### src/tcc_cfg.svh
`ifndef TCC_CFG_SVH
`define TCC_CFG_SVH
`define TCC_SUBFRAME_ENTRY_KEY_PER_FRAME 100
`define TCC_SUBFRAME_ENTRY_KEY_TRIM_DEF 8'h01
`define TCC_FRAME_TRIM_DEF 8'h01
`define TCC_SEC_PER_MIN 60
`define TCC_MIN_PER_HOUR 60
`define TCC_NUM_REGS 8
`define TCC_OFST_REG 3'h5
`define TCC_MENU_OPTS 8
`define TCC_DIV_LAT 25
`endif

### src/tcc_pkg.sv
package tcc_pkg;
    typedef struct packed {
        logic neg;
        logic [7:0] hours;
        logic [7:0] minutes;
        logic [7:0] seconds;
        logic [7:0] frames;
        logic [7:0] subframes;
    } tcc_tc_t;
    typedef enum logic [3:0] {
        TCC_K_NONE = 4'h0,
        TCC_K_PLUS = 4'h1,
        TCC_K_MINUS = 4'h2,
        TCC_K_EQUALS = 4'h3,
        TCC_K_CLEAR = 4'h4,
        TCC_K_STORE = 4'h5,
        TCC_K_RECALL = 4'h6,
        TCC_K_REGSEL = 4'h7,
        TCC_K_ENTER = 4'h8,
        TCC_K_TRIM = 4'h9,
        TCC_K_SUBFRAME_ENTRY_KEY = 4'ha,
        TCC_K_JOG_UP = 4'hb,
        TCC_K_JOG_DN = 4'hc,
        TCC_K_SETUP = 4'hd
    } tcc_key_t;
    typedef struct packed {
        tcc_key_t key;
        logic [2:0] reg_sel;
        tcc_tc_t value;
    } tcc_cmd_t;
    typedef enum logic [2:0] {
        TCC_S_IDLE = 3'b000,
        TCC_S_TOFR = 3'b001,
        TCC_S_CALC = 3'b010,
        TCC_S_FMT = 3'b011,
        TCC_S_WAIT = 3'b100
    } tcc_state_t;
    typedef enum logic [1:0] {
        TCC_OP_NONE = 2'b00,
        TCC_OP_ADD = 2'b01,
        TCC_OP_SUB = 2'b10
    } tcc_op_t;
endpackage : tcc_pkg

### src/tcc_regfile.sv
module tcc_regfile #(
    parameter int DEPTH = 8,
    parameter int WIDTH = 41
) (
    // clock and reset
    input wire logic mclk,
    input wire logic rst_n,
    // write port
    input wire logic wr_en,
    input wire logic [$clog2(DEPTH)-1:0] wr_addr,
    input wire logic [WIDTH-1:0] wr_data,
    // read port
    input wire logic [$clog2(DEPTH)-1:0] rd_addr,
    output logic [WIDTH-1:0] rd_data
);
    logic [WIDTH-1:0] mem [DEPTH];
    initial begin
        if (DEPTH < 2) $error("tcc_regfile: depth too small");
    end
    always_ff @(posedge mclk) begin
        if (wr_en) begin
            mem[wr_addr] <= wr_data;
        end
    end
    // registered read: data follows the address by one cycle
    always_ff @(posedge mclk or negedge rst_n) begin
        if (!rst_n) begin
            rd_data <= '0;
        end else begin
            rd_data <= mem[rd_addr];
        end
    end
endmodule : tcc_regfile

### src/tcc_calc.sv
`include "tcc_cfg.svh"
// Overview of operation
// RL1: add operands as frame counts, master format
// RL2: carry oversized seconds and frames fields
// RL3: subtract operands as frame counts
// RL4: negative result when subtrahend is larger
// RL5: setup plus selects next menu option
// RL6: setup minus selects previous menu option
// RL7: trim plus adds trim value
// RL8: trim minus subtracts trim value
// RL9: clear abandons calculation, normal display
// RL10: store key then register writes result
// RL11: values kept with subframe resolution
// RL12: subframes hidden except error display; the code also shows them in subframe trim mode
// RL13: subframe trim of recalled offset
// RL14: subframe trim step defaults to one
// RL15: leaving trim commits offset automatically
// RL16: equals finishes and shows result
// RL17: clear or second store cancels store
// RL18: subframe trim borrows or carries frames
module tcc_calc #(
    parameter logic [7:0] FPS = 8'd30
) (
    // clock and reset
    input wire logic mclk,
    input wire logic rst_n,
    // key strobes
    input wire logic key_valid,
    input tcc_pkg::tcc_cmd_t key_cmd,
    // setup state
    input wire logic setup_mode,
    input wire logic error_display,
    input wire logic [7:0] subframe_entry_key_trim_step,
    input wire logic [7:0] frame_trim_step,
    // display and status
    output tcc_pkg::tcc_tc_t disp_q,
    output logic store_pending_q,
    output logic trim_mode_q,
    output logic subframe_entry_key_mode_q,
    output logic [2:0] menu_opt_q,
    output logic busy_q
);
    import tcc_pkg::*;
    localparam int SF = `TCC_SUBFRAME_ENTRY_KEY_PER_FRAME;
    initial begin
        if (FPS < 8'd24 || FPS > 8'd30) $error("tcc_calc: unsupported frame rate");
    end
    tcc_state_t state_q;
    tcc_op_t op_q;
    tcc_tc_t acc_q;
    tcc_tc_t entry_q;
    logic signed [31:0] a_sf_q;
    logic signed [31:0] b_sf_q;
    logic signed [31:0] res_q;
    logic [2:0] sel_q;
    logic wr_en;
    logic [2:0] wr_addr;
    logic [40:0] rd_data;
    logic recall_q;
    tcc_tc_t result_q;
    // field-wise conversion carries any oversized field naturally
    function automatic logic signed [31:0] to_sf(input tcc_tc_t t);
        logic signed [31:0] v;
        v = 32'(t.hours) * 32'(FPS) * 32'd3600 + 32'(t.minutes) * 32'(FPS) * 32'd60
            + 32'(t.seconds) * 32'(FPS) + 32'(t.frames);
        v = v * SF + 32'(t.subframes);
        return t.neg ? -v : v;
    endfunction : to_sf
    // division by constants, done whole in the single TCC_S_CALC cycle; assumed small enough for one cycle at 50 MHz
    function automatic tcc_tc_t from_sf(input logic signed [31:0] s);
        tcc_tc_t t;
        logic [31:0] m;
        logic [31:0] fr;
        t = '0;
        t.neg = s < 0;
        m = t.neg ? 32'(-s) : 32'(s);
        t.subframes = 8'(m % SF);
        fr = m / SF;
        t.frames = 8'(fr % 32'(FPS));
        fr = fr / 32'(FPS);
        t.seconds = 8'(fr % 60);
        fr = fr / 60;
        t.minutes = 8'(fr % 60);
        t.hours = 8'(fr / 60);
        return t;
    endfunction : from_sf
    tcc_regfile #(.DEPTH(`TCC_NUM_REGS), .WIDTH(41)) u_regs (
        .mclk(mclk),
        .rst_n(rst_n),
        .wr_en(wr_en),
        .wr_addr(wr_addr),
        .wr_data(result_q),
        // address taken from the key itself so the registered read is ready when recall_q is
        .rd_addr(key_cmd.reg_sel),
        .rd_data(rd_data)
    );
    wire logic is_key = key_valid && state_q == TCC_S_IDLE;
    wire tcc_key_t k = key_cmd.key;
    // write on register selection while storing, or on trim exit
    assign wr_en = state_q == TCC_S_WAIT; // [RL10] [RL15]
    assign wr_addr = sel_q;
    always_ff @(posedge mclk or negedge rst_n) begin
        if (!rst_n) begin
            menu_opt_q <= 3'h0;
        end else if (is_key && setup_mode && k == TCC_K_PLUS) begin
            menu_opt_q <= menu_opt_q + 3'h1; // [RL5]
        end else if (is_key && setup_mode && k == TCC_K_MINUS) begin
            menu_opt_q <= menu_opt_q - 3'h1; // [RL6]
        end
    end
    always_ff @(posedge mclk or negedge rst_n) begin
        if (!rst_n) begin
            state_q <= TCC_S_IDLE;
            op_q <= TCC_OP_NONE;
            acc_q <= '0;
            entry_q <= '0;
            a_sf_q <= '0;
            b_sf_q <= '0;
            res_q <= '0;
            result_q <= '0;
            sel_q <= 3'h0;
            recall_q <= 1'b0;
            store_pending_q <= 1'b0;
            trim_mode_q <= 1'b0;
            subframe_entry_key_mode_q <= 1'b0;
            busy_q <= 1'b0;
        end else begin
            case (state_q)
                TCC_S_IDLE: begin
                    busy_q <= 1'b0;
                    if (recall_q) begin
                        recall_q <= 1'b0;
                        entry_q <= rd_data; // [RL11]
                        result_q <= rd_data;
                    end else if (key_valid && !setup_mode) begin
                        case (k)
                            TCC_K_ENTER: entry_q <= key_cmd.value;
                            TCC_K_RECALL: begin
                                sel_q <= key_cmd.reg_sel;
                                recall_q <= 1'b1;
                            end
                            TCC_K_CLEAR: begin
                                op_q <= TCC_OP_NONE; // [RL9]
                                entry_q <= '0;
                                acc_q <= '0;
                                store_pending_q <= 1'b0; // [RL17]
                            end
                            TCC_K_STORE: store_pending_q <= !store_pending_q; // [RL17] [RL10]
                            TCC_K_REGSEL: begin
                                if (store_pending_q) begin
                                    sel_q <= key_cmd.reg_sel;
                                    // the entry buffer is what gets stored, not the last result
                                    result_q <= entry_q;
                                    state_q <= TCC_S_WAIT; // [RL10]
                                end
                            end
                            TCC_K_TRIM: begin
                                if (trim_mode_q) begin
                                    trim_mode_q <= 1'b0;
                                    subframe_entry_key_mode_q <= 1'b0;
                                    result_q <= entry_q;
                                    state_q <= TCC_S_WAIT; // [RL15]
                                end else begin
                                    trim_mode_q <= 1'b1;
                                end
                            end
                            TCC_K_SUBFRAME_ENTRY_KEY: subframe_entry_key_mode_q <= trim_mode_q && sel_q == `TCC_OFST_REG; // [RL13]
                            TCC_K_PLUS, TCC_K_MINUS, TCC_K_JOG_UP, TCC_K_JOG_DN: begin
                                busy_q <= 1'b1;
                                state_q <= TCC_S_TOFR;
                                if (trim_mode_q) begin
                                    a_sf_q <= to_sf(entry_q);
                                    // subframe steps default to one unless setup changes them [RL14]
                                    b_sf_q <= subframe_entry_key_mode_q ? 32'(subframe_entry_key_trim_step)
                                                           : 32'(frame_trim_step) * SF; // [RL13]
                                    op_q <= (k == TCC_K_PLUS || k == TCC_K_JOG_UP) ? TCC_OP_ADD // [RL7]
                                                                                  : TCC_OP_SUB; // [RL8]
                                end else if (k == TCC_K_PLUS || k == TCC_K_MINUS) begin
                                    acc_q <= entry_q;
                                    op_q <= k == TCC_K_PLUS ? TCC_OP_ADD : TCC_OP_SUB;
                                    state_q <= TCC_S_IDLE;
                                    busy_q <= 1'b0;
                                end else begin
                                    state_q <= TCC_S_IDLE;
                                    busy_q <= 1'b0;
                                end
                            end
                            TCC_K_EQUALS: begin
                                if (op_q != TCC_OP_NONE) begin
                                    a_sf_q <= to_sf(acc_q); // [RL2]
                                    b_sf_q <= to_sf(entry_q); // [RL2]
                                    busy_q <= 1'b1;
                                    state_q <= TCC_S_TOFR; // [RL16]
                                end
                            end
                            default: ;
                        endcase
                    end
                end
                TCC_S_TOFR: begin
                    res_q <= op_q == TCC_OP_ADD ? a_sf_q + b_sf_q // [RL1]
                                                : a_sf_q - b_sf_q; // [RL3]
                    state_q <= TCC_S_CALC;
                end
                TCC_S_CALC: begin
                    // sign kept, never wrapped [RL4]; subframe overflow moves frames [RL18]
                    result_q <= from_sf(res_q);
                    state_q <= TCC_S_FMT;
                end
                TCC_S_FMT: begin
                    entry_q <= result_q; // [RL16] [RL1]
                    if (!trim_mode_q) begin
                        op_q <= TCC_OP_NONE;
                    end
                    state_q <= TCC_S_IDLE;
                end
                TCC_S_WAIT: begin
                    store_pending_q <= 1'b0;
                    state_q <= TCC_S_IDLE;
                end
                default: state_q <= TCC_S_IDLE;
            endcase
        end
    end
    // subframes are shown only in subframe trim mode or on error display, otherwise cleared
    always_ff @(posedge mclk or negedge rst_n) begin
        if (!rst_n) begin
            disp_q <= '0;
        end else begin
            disp_q <= entry_q;
            if (!error_display && !subframe_entry_key_mode_q) begin
                disp_q.subframes <= 8'h00; // [RL12]
            end
        end
    end
endmodule : tcc_calc

### config.mk
export PLATFORM = sky130hd
export DESIGN_NAME = tcc_calc
export DESIGN_NICKNAME = d
export VERILOG_FILES = /design/src/tcc_pkg.sv /design/src/tcc_regfile.sv /design/src/tcc_calc.sv
export VERILOG_INCLUDE_DIRS = /design/src
export SDC_FILE = /design/constraint.sdc
export NUM_CORES = 2
export LEC_CHECK = 0
export BUFFER_PORTS_ARGS = -buffer_cell sky130_fd_sc_hd__buf_4
export CAP_MARGIN = 10
export CORE_MARGIN = 2
export CORE_UTILIZATION = 70
export CTS_CLUSTER_SIZE = 28
export DETAILED_ROUTE_END_ITERATION = 10
export PLACE_DENSITY_LB_ADDON = 0.2
export RECOVER_POWER = 25
export SLEW_MARGIN = 10
export SYNTH_ARGS = -nofsm -noshare
export SYNTH_HDL_FRONTEND = slang
export SYNTH_SLANG_ARGS = --single-unit
### constraint.sdc
create_clock -name mclk -period 29.6 [get_ports mclk]
set_clock_uncertainty 0.05 [all_clocks]
set_input_delay 1.48 -clock mclk [delete_from_list [all_inputs] [get_ports mclk]]
set_output_delay 1.48 -clock mclk [all_outputs]
set_load 0.02 [all_outputs]
==> impl_metrics.py <==
metrics = {
    "outcome": {
        "status": "finished clean",
    },
    "sta": {
        "final.setup.tns_ns": 0,
        "finalCriticalPeriod_ns": 22.95,
        "finalCritPeriodShare_pct": 77.52,
        "setup_viol": 0,
        "slew_headroom_pct": 19.08,
        "max_freq_ghz": 0.04358,
        "finalMaxSlewViolations": 0,
        "tightest_slew_ns": 1.211,
        "hold_violations": 0,
        "rsz0062_at_grt": "false",
    },
    "cts": {
        "htreeDepth": 2,
        "clk_pin_slew_ns": 0.07,
        "cts_setup_buffers": 0,
        "cts.sinks": 645,
        "cts_hold_buf": 0,
        "cts_buffer_depth": 3,
        "clk_latency_ns": 0.70,
        "cts_tree": "done",
        "cts_resized": 0,
        "cts_made_buffers": 61,
        "cts-root-buf": "clkbuf_16",
    },
    "routing": {
        "drtIter0Drc": 4900,
        "wl_per_cell_um": 22.95,
        "drtPass1Iterations": 8,
        "antenna_left": 0,
        "vias": 47089,
        "drc": 0,
        "vias_per_cell": 6.694,
        "drt-total-wl_mm": 161.4,
    },
    "worst_setup_path": {
        "required_ns": 30.09,
        "reg2reg_depth": 62,
        "path_max_fanout": 22,
        "slowest_delay_ns": 0.88,
        "rr_endpoint": "result_q[15]$_DFFE_PN0P_",
        "cp_common_cell": "a31oi_1",
        "worst-path-buf-inv": 0,
        "crit_family": "compound AO/OA/AOI/OAI gates",
        "cp.arrival_ns": 23.44,
        "path_class": "reg -> reg",
        "reg2reg_from": "res_q[14]$_DFFE_PN0P_",
        "cp-end-kind": "flop",
        "worst-r2r-setup-slack_ns": 6.65,
        "slowest_stage": "a31oi_2",
        "setup.worst_path.start_class": "flop",
    },
    "synth": {
        "synth_seq_area_share_pct": 31.02,
        "synthTopCellsByCount": "553 x ha_1, 497 x inv_1, 461 x a21oi_1, 451 x nand2_1, 379 x o21ai_0",
        "yosys-top-cells-area": "edfxtp_1 17%, dfrtp_1 14%, ha_1 12%",
        "synth_area_um2": 57320,
        "synth_nets": 6735,
        "synth_edf_count": 328,
        "ys_ff_latch": 645,
        "synth.avg_cell_area_um2": 9.725,
        "synthArstFlopShare_pct": 49.15,
        "yosys.area.top_type": "edfxtp_1",
        "synth_most_common_cell": "ha_1",
        "yosysWarnings": 0,
        "yosysUniqueCellTypes": 131,
        "ys.flop_type": "edfxtp_1",
        "syn_inst": 5894,
        "synth_top_area_share_pct": 17.18,
    },
    "worst_hold_path": {
        "min_path_type": "reg -> reg",
        "hold_path_end": "b_sf_q[30]$_DFFE_PN0P_",
        "min_from": "b_sf_q[30]$_DFFE_PN0P_",
        "whs_path_depth": 2,
    },
    "placement": {
        "io_buffers": 116,
        "gp_congestion": 0.9435,
        "hpwl_mm": 113.7,
    },
    "die": {
        "core-area_um2": 80810,
        "die_w_um": 290.2,
        "ios": 117,
        "die_area_um2": 84190,
        "fp-row-count": 104,
        "die_h_um": 290.2,
        "start_util_pct": 70.93,
    },
    "run": {
        "drv_cap": 0,
    },
    "cells_and_area": {
        "nNetsFinal": 6758,
        "drive_above_1_share_pct": 9.382,
        "area_delta_synth_final_pct": 6.896,
    },
    "grt": {
        "antenna_found_initial": 4,
        "grt_max_degree": 119,
        "grt_pass1_vias": 46558,
        "overflow": 0,
        "grt_pass1_wl_mm": 253.1,
        "track_usage_pct": 37.81,
    },
}
## final cells by class
cell class	instances	area, µm²
Antenna cell	5	12.51
Clock buffer	87	1734
Tap cell	1060	1326
Timing Repair Buffer	164	1231
Sequential cell	645	17790
Multi-Input combinational cell	4546	36960
Fill cell	5255	19540
Inverter	499	1873
Clock inverter	28	349.1
## worst max-delay path by stage
stage | startpoint | end | slack, ns | cells past startpoint
2_1_floorplan | res_q[14]$_DFFE_PN0P_ | result_q[11]$_DFFE_PN0P_ | 11.92 | 70
3_3_place_gp | res_q[14]$_DFFE_PN0P_ | result_q[11]$_DFFE_PN0P_ | 7.68 | 61
3_5_place_dp | res_q[14]$_DFFE_PN0P_ | result_q[11]$_DFFE_PN0P_ | 7.24 | 61
4_1_cts | res_q[14]$_DFFE_PN0P_ | result_q[15]$_DFFE_PN0P_ | 7.05 | 62
5_1_grt | res_q[6]$_DFFE_PN0P_ | result_q[10]$_DFFE_PN0P_ | 4.78 | 63
6_report | res_q[14]$_DFFE_PN0P_ | result_q[15]$_DFFE_PN0P_ | 6.65 | 62
## registers in the layout (all words and copies together) (netlist names)
signal and count:
menu_opt_q 3, busy_q 1, res_q 32, result_q 41, store_pending_q 1, b_sf_q 32
trim_mode_q 1, a_sf_q 32, entry_q 41, acc_q 41, u_regs.rd_data 41, disp_q 41
op_q 2, subframe_entry_key_mode_q 1, recall_q 1, state_q 3, u_regs.mem 328, sel_q 3
## logic make-up (layout without fill, tap and decap cells)
logic type,after synthesis,in the layout,share of synthesized area (%)
buf+inv,703,778,4.711
simple gates,1338,1338,10.84
xor+xnor,534,534,8.289
mux,236,236,6.071
other cells,0,5,0
compound gates,1648,1648,19.03
flops,645,645,31.02
fa+ha+maj,790,790,20.03
## per-stage QoR
| step | setup WS [ns] | area (µm²) | utilization [%] | hold WS [ns] | instances |
|---|---|---|---|---|---|
| finish | 6.653 | 61270 | 75.82 | 0.4334 | 7034 |
| global route | 4.779 | 61260 | 75.81 | 0.4598 | 7031 |
| CTS | 7.051 | 61270 | 75.82 | 0.4351 | 7029 |
| detailed placement | 7.237 | 59180 | 73.24 | 0.4214 | 6914 |
| global placement | 7.679 | 59180 | 73.24 | 0.4103 | 6914 |
| floorplan | 11.92 | 57320 | - | 0.3626 | 5894 |
## cell usage in the layout, fill, tap and decap left out, drive strengths merged, types with 18 or more instances in the layout
cell     count
o31ai       42
fa         219
nor4        24
o2111ai     20
or2         25
nand2b      37
and3        51
nand4       31
xnor2      354
maj3        18
or3         18
a22o        50
ha         553
mux4        82
nor2b       33
o21ai      415
a211oi      37
a21oi      470
mux2        73
nand3      106
a21o        70
nor2       382
clkbuf      89
o21bai     117
mux2i       81
edfxtp     328
o211ai      40
xor2       179
a31oi       49
inv        501
o21a        25
a22oi       55
nand2      452
and2        40
dfrtp      317
o22ai       25
buf        162
nor3        95
## worst register-to-register path: cells and delay by family (launching register included)
family / cells / cell delay, ns
compound gates: 36 / 14.32
simple gates: 16 / 4.18
fa+ha+maj: 2 / 0.57
xor+xnor: 6 / 2.40
flops: 1 / 0.47
mux: 2 / 0.86
## metal layers
| metal | routed length [µm] | GRT usage (%) | up-vias |
|---|---|---|---|
| met3 | 15220 | 7.146 | 610 |
| met5 | 14 | 0 | - |
| met1 | 60210 | 46.88 | 22558 |
| met2 | 76020 | 63.02 | 2573 |
| met4 | 9984 | 20.10 | 2 |
| li1 | - | - | 21346 |
Power is not shown: default switching activity piles up to over one toggle a cycle in this logic, so the estimate is an artifact.
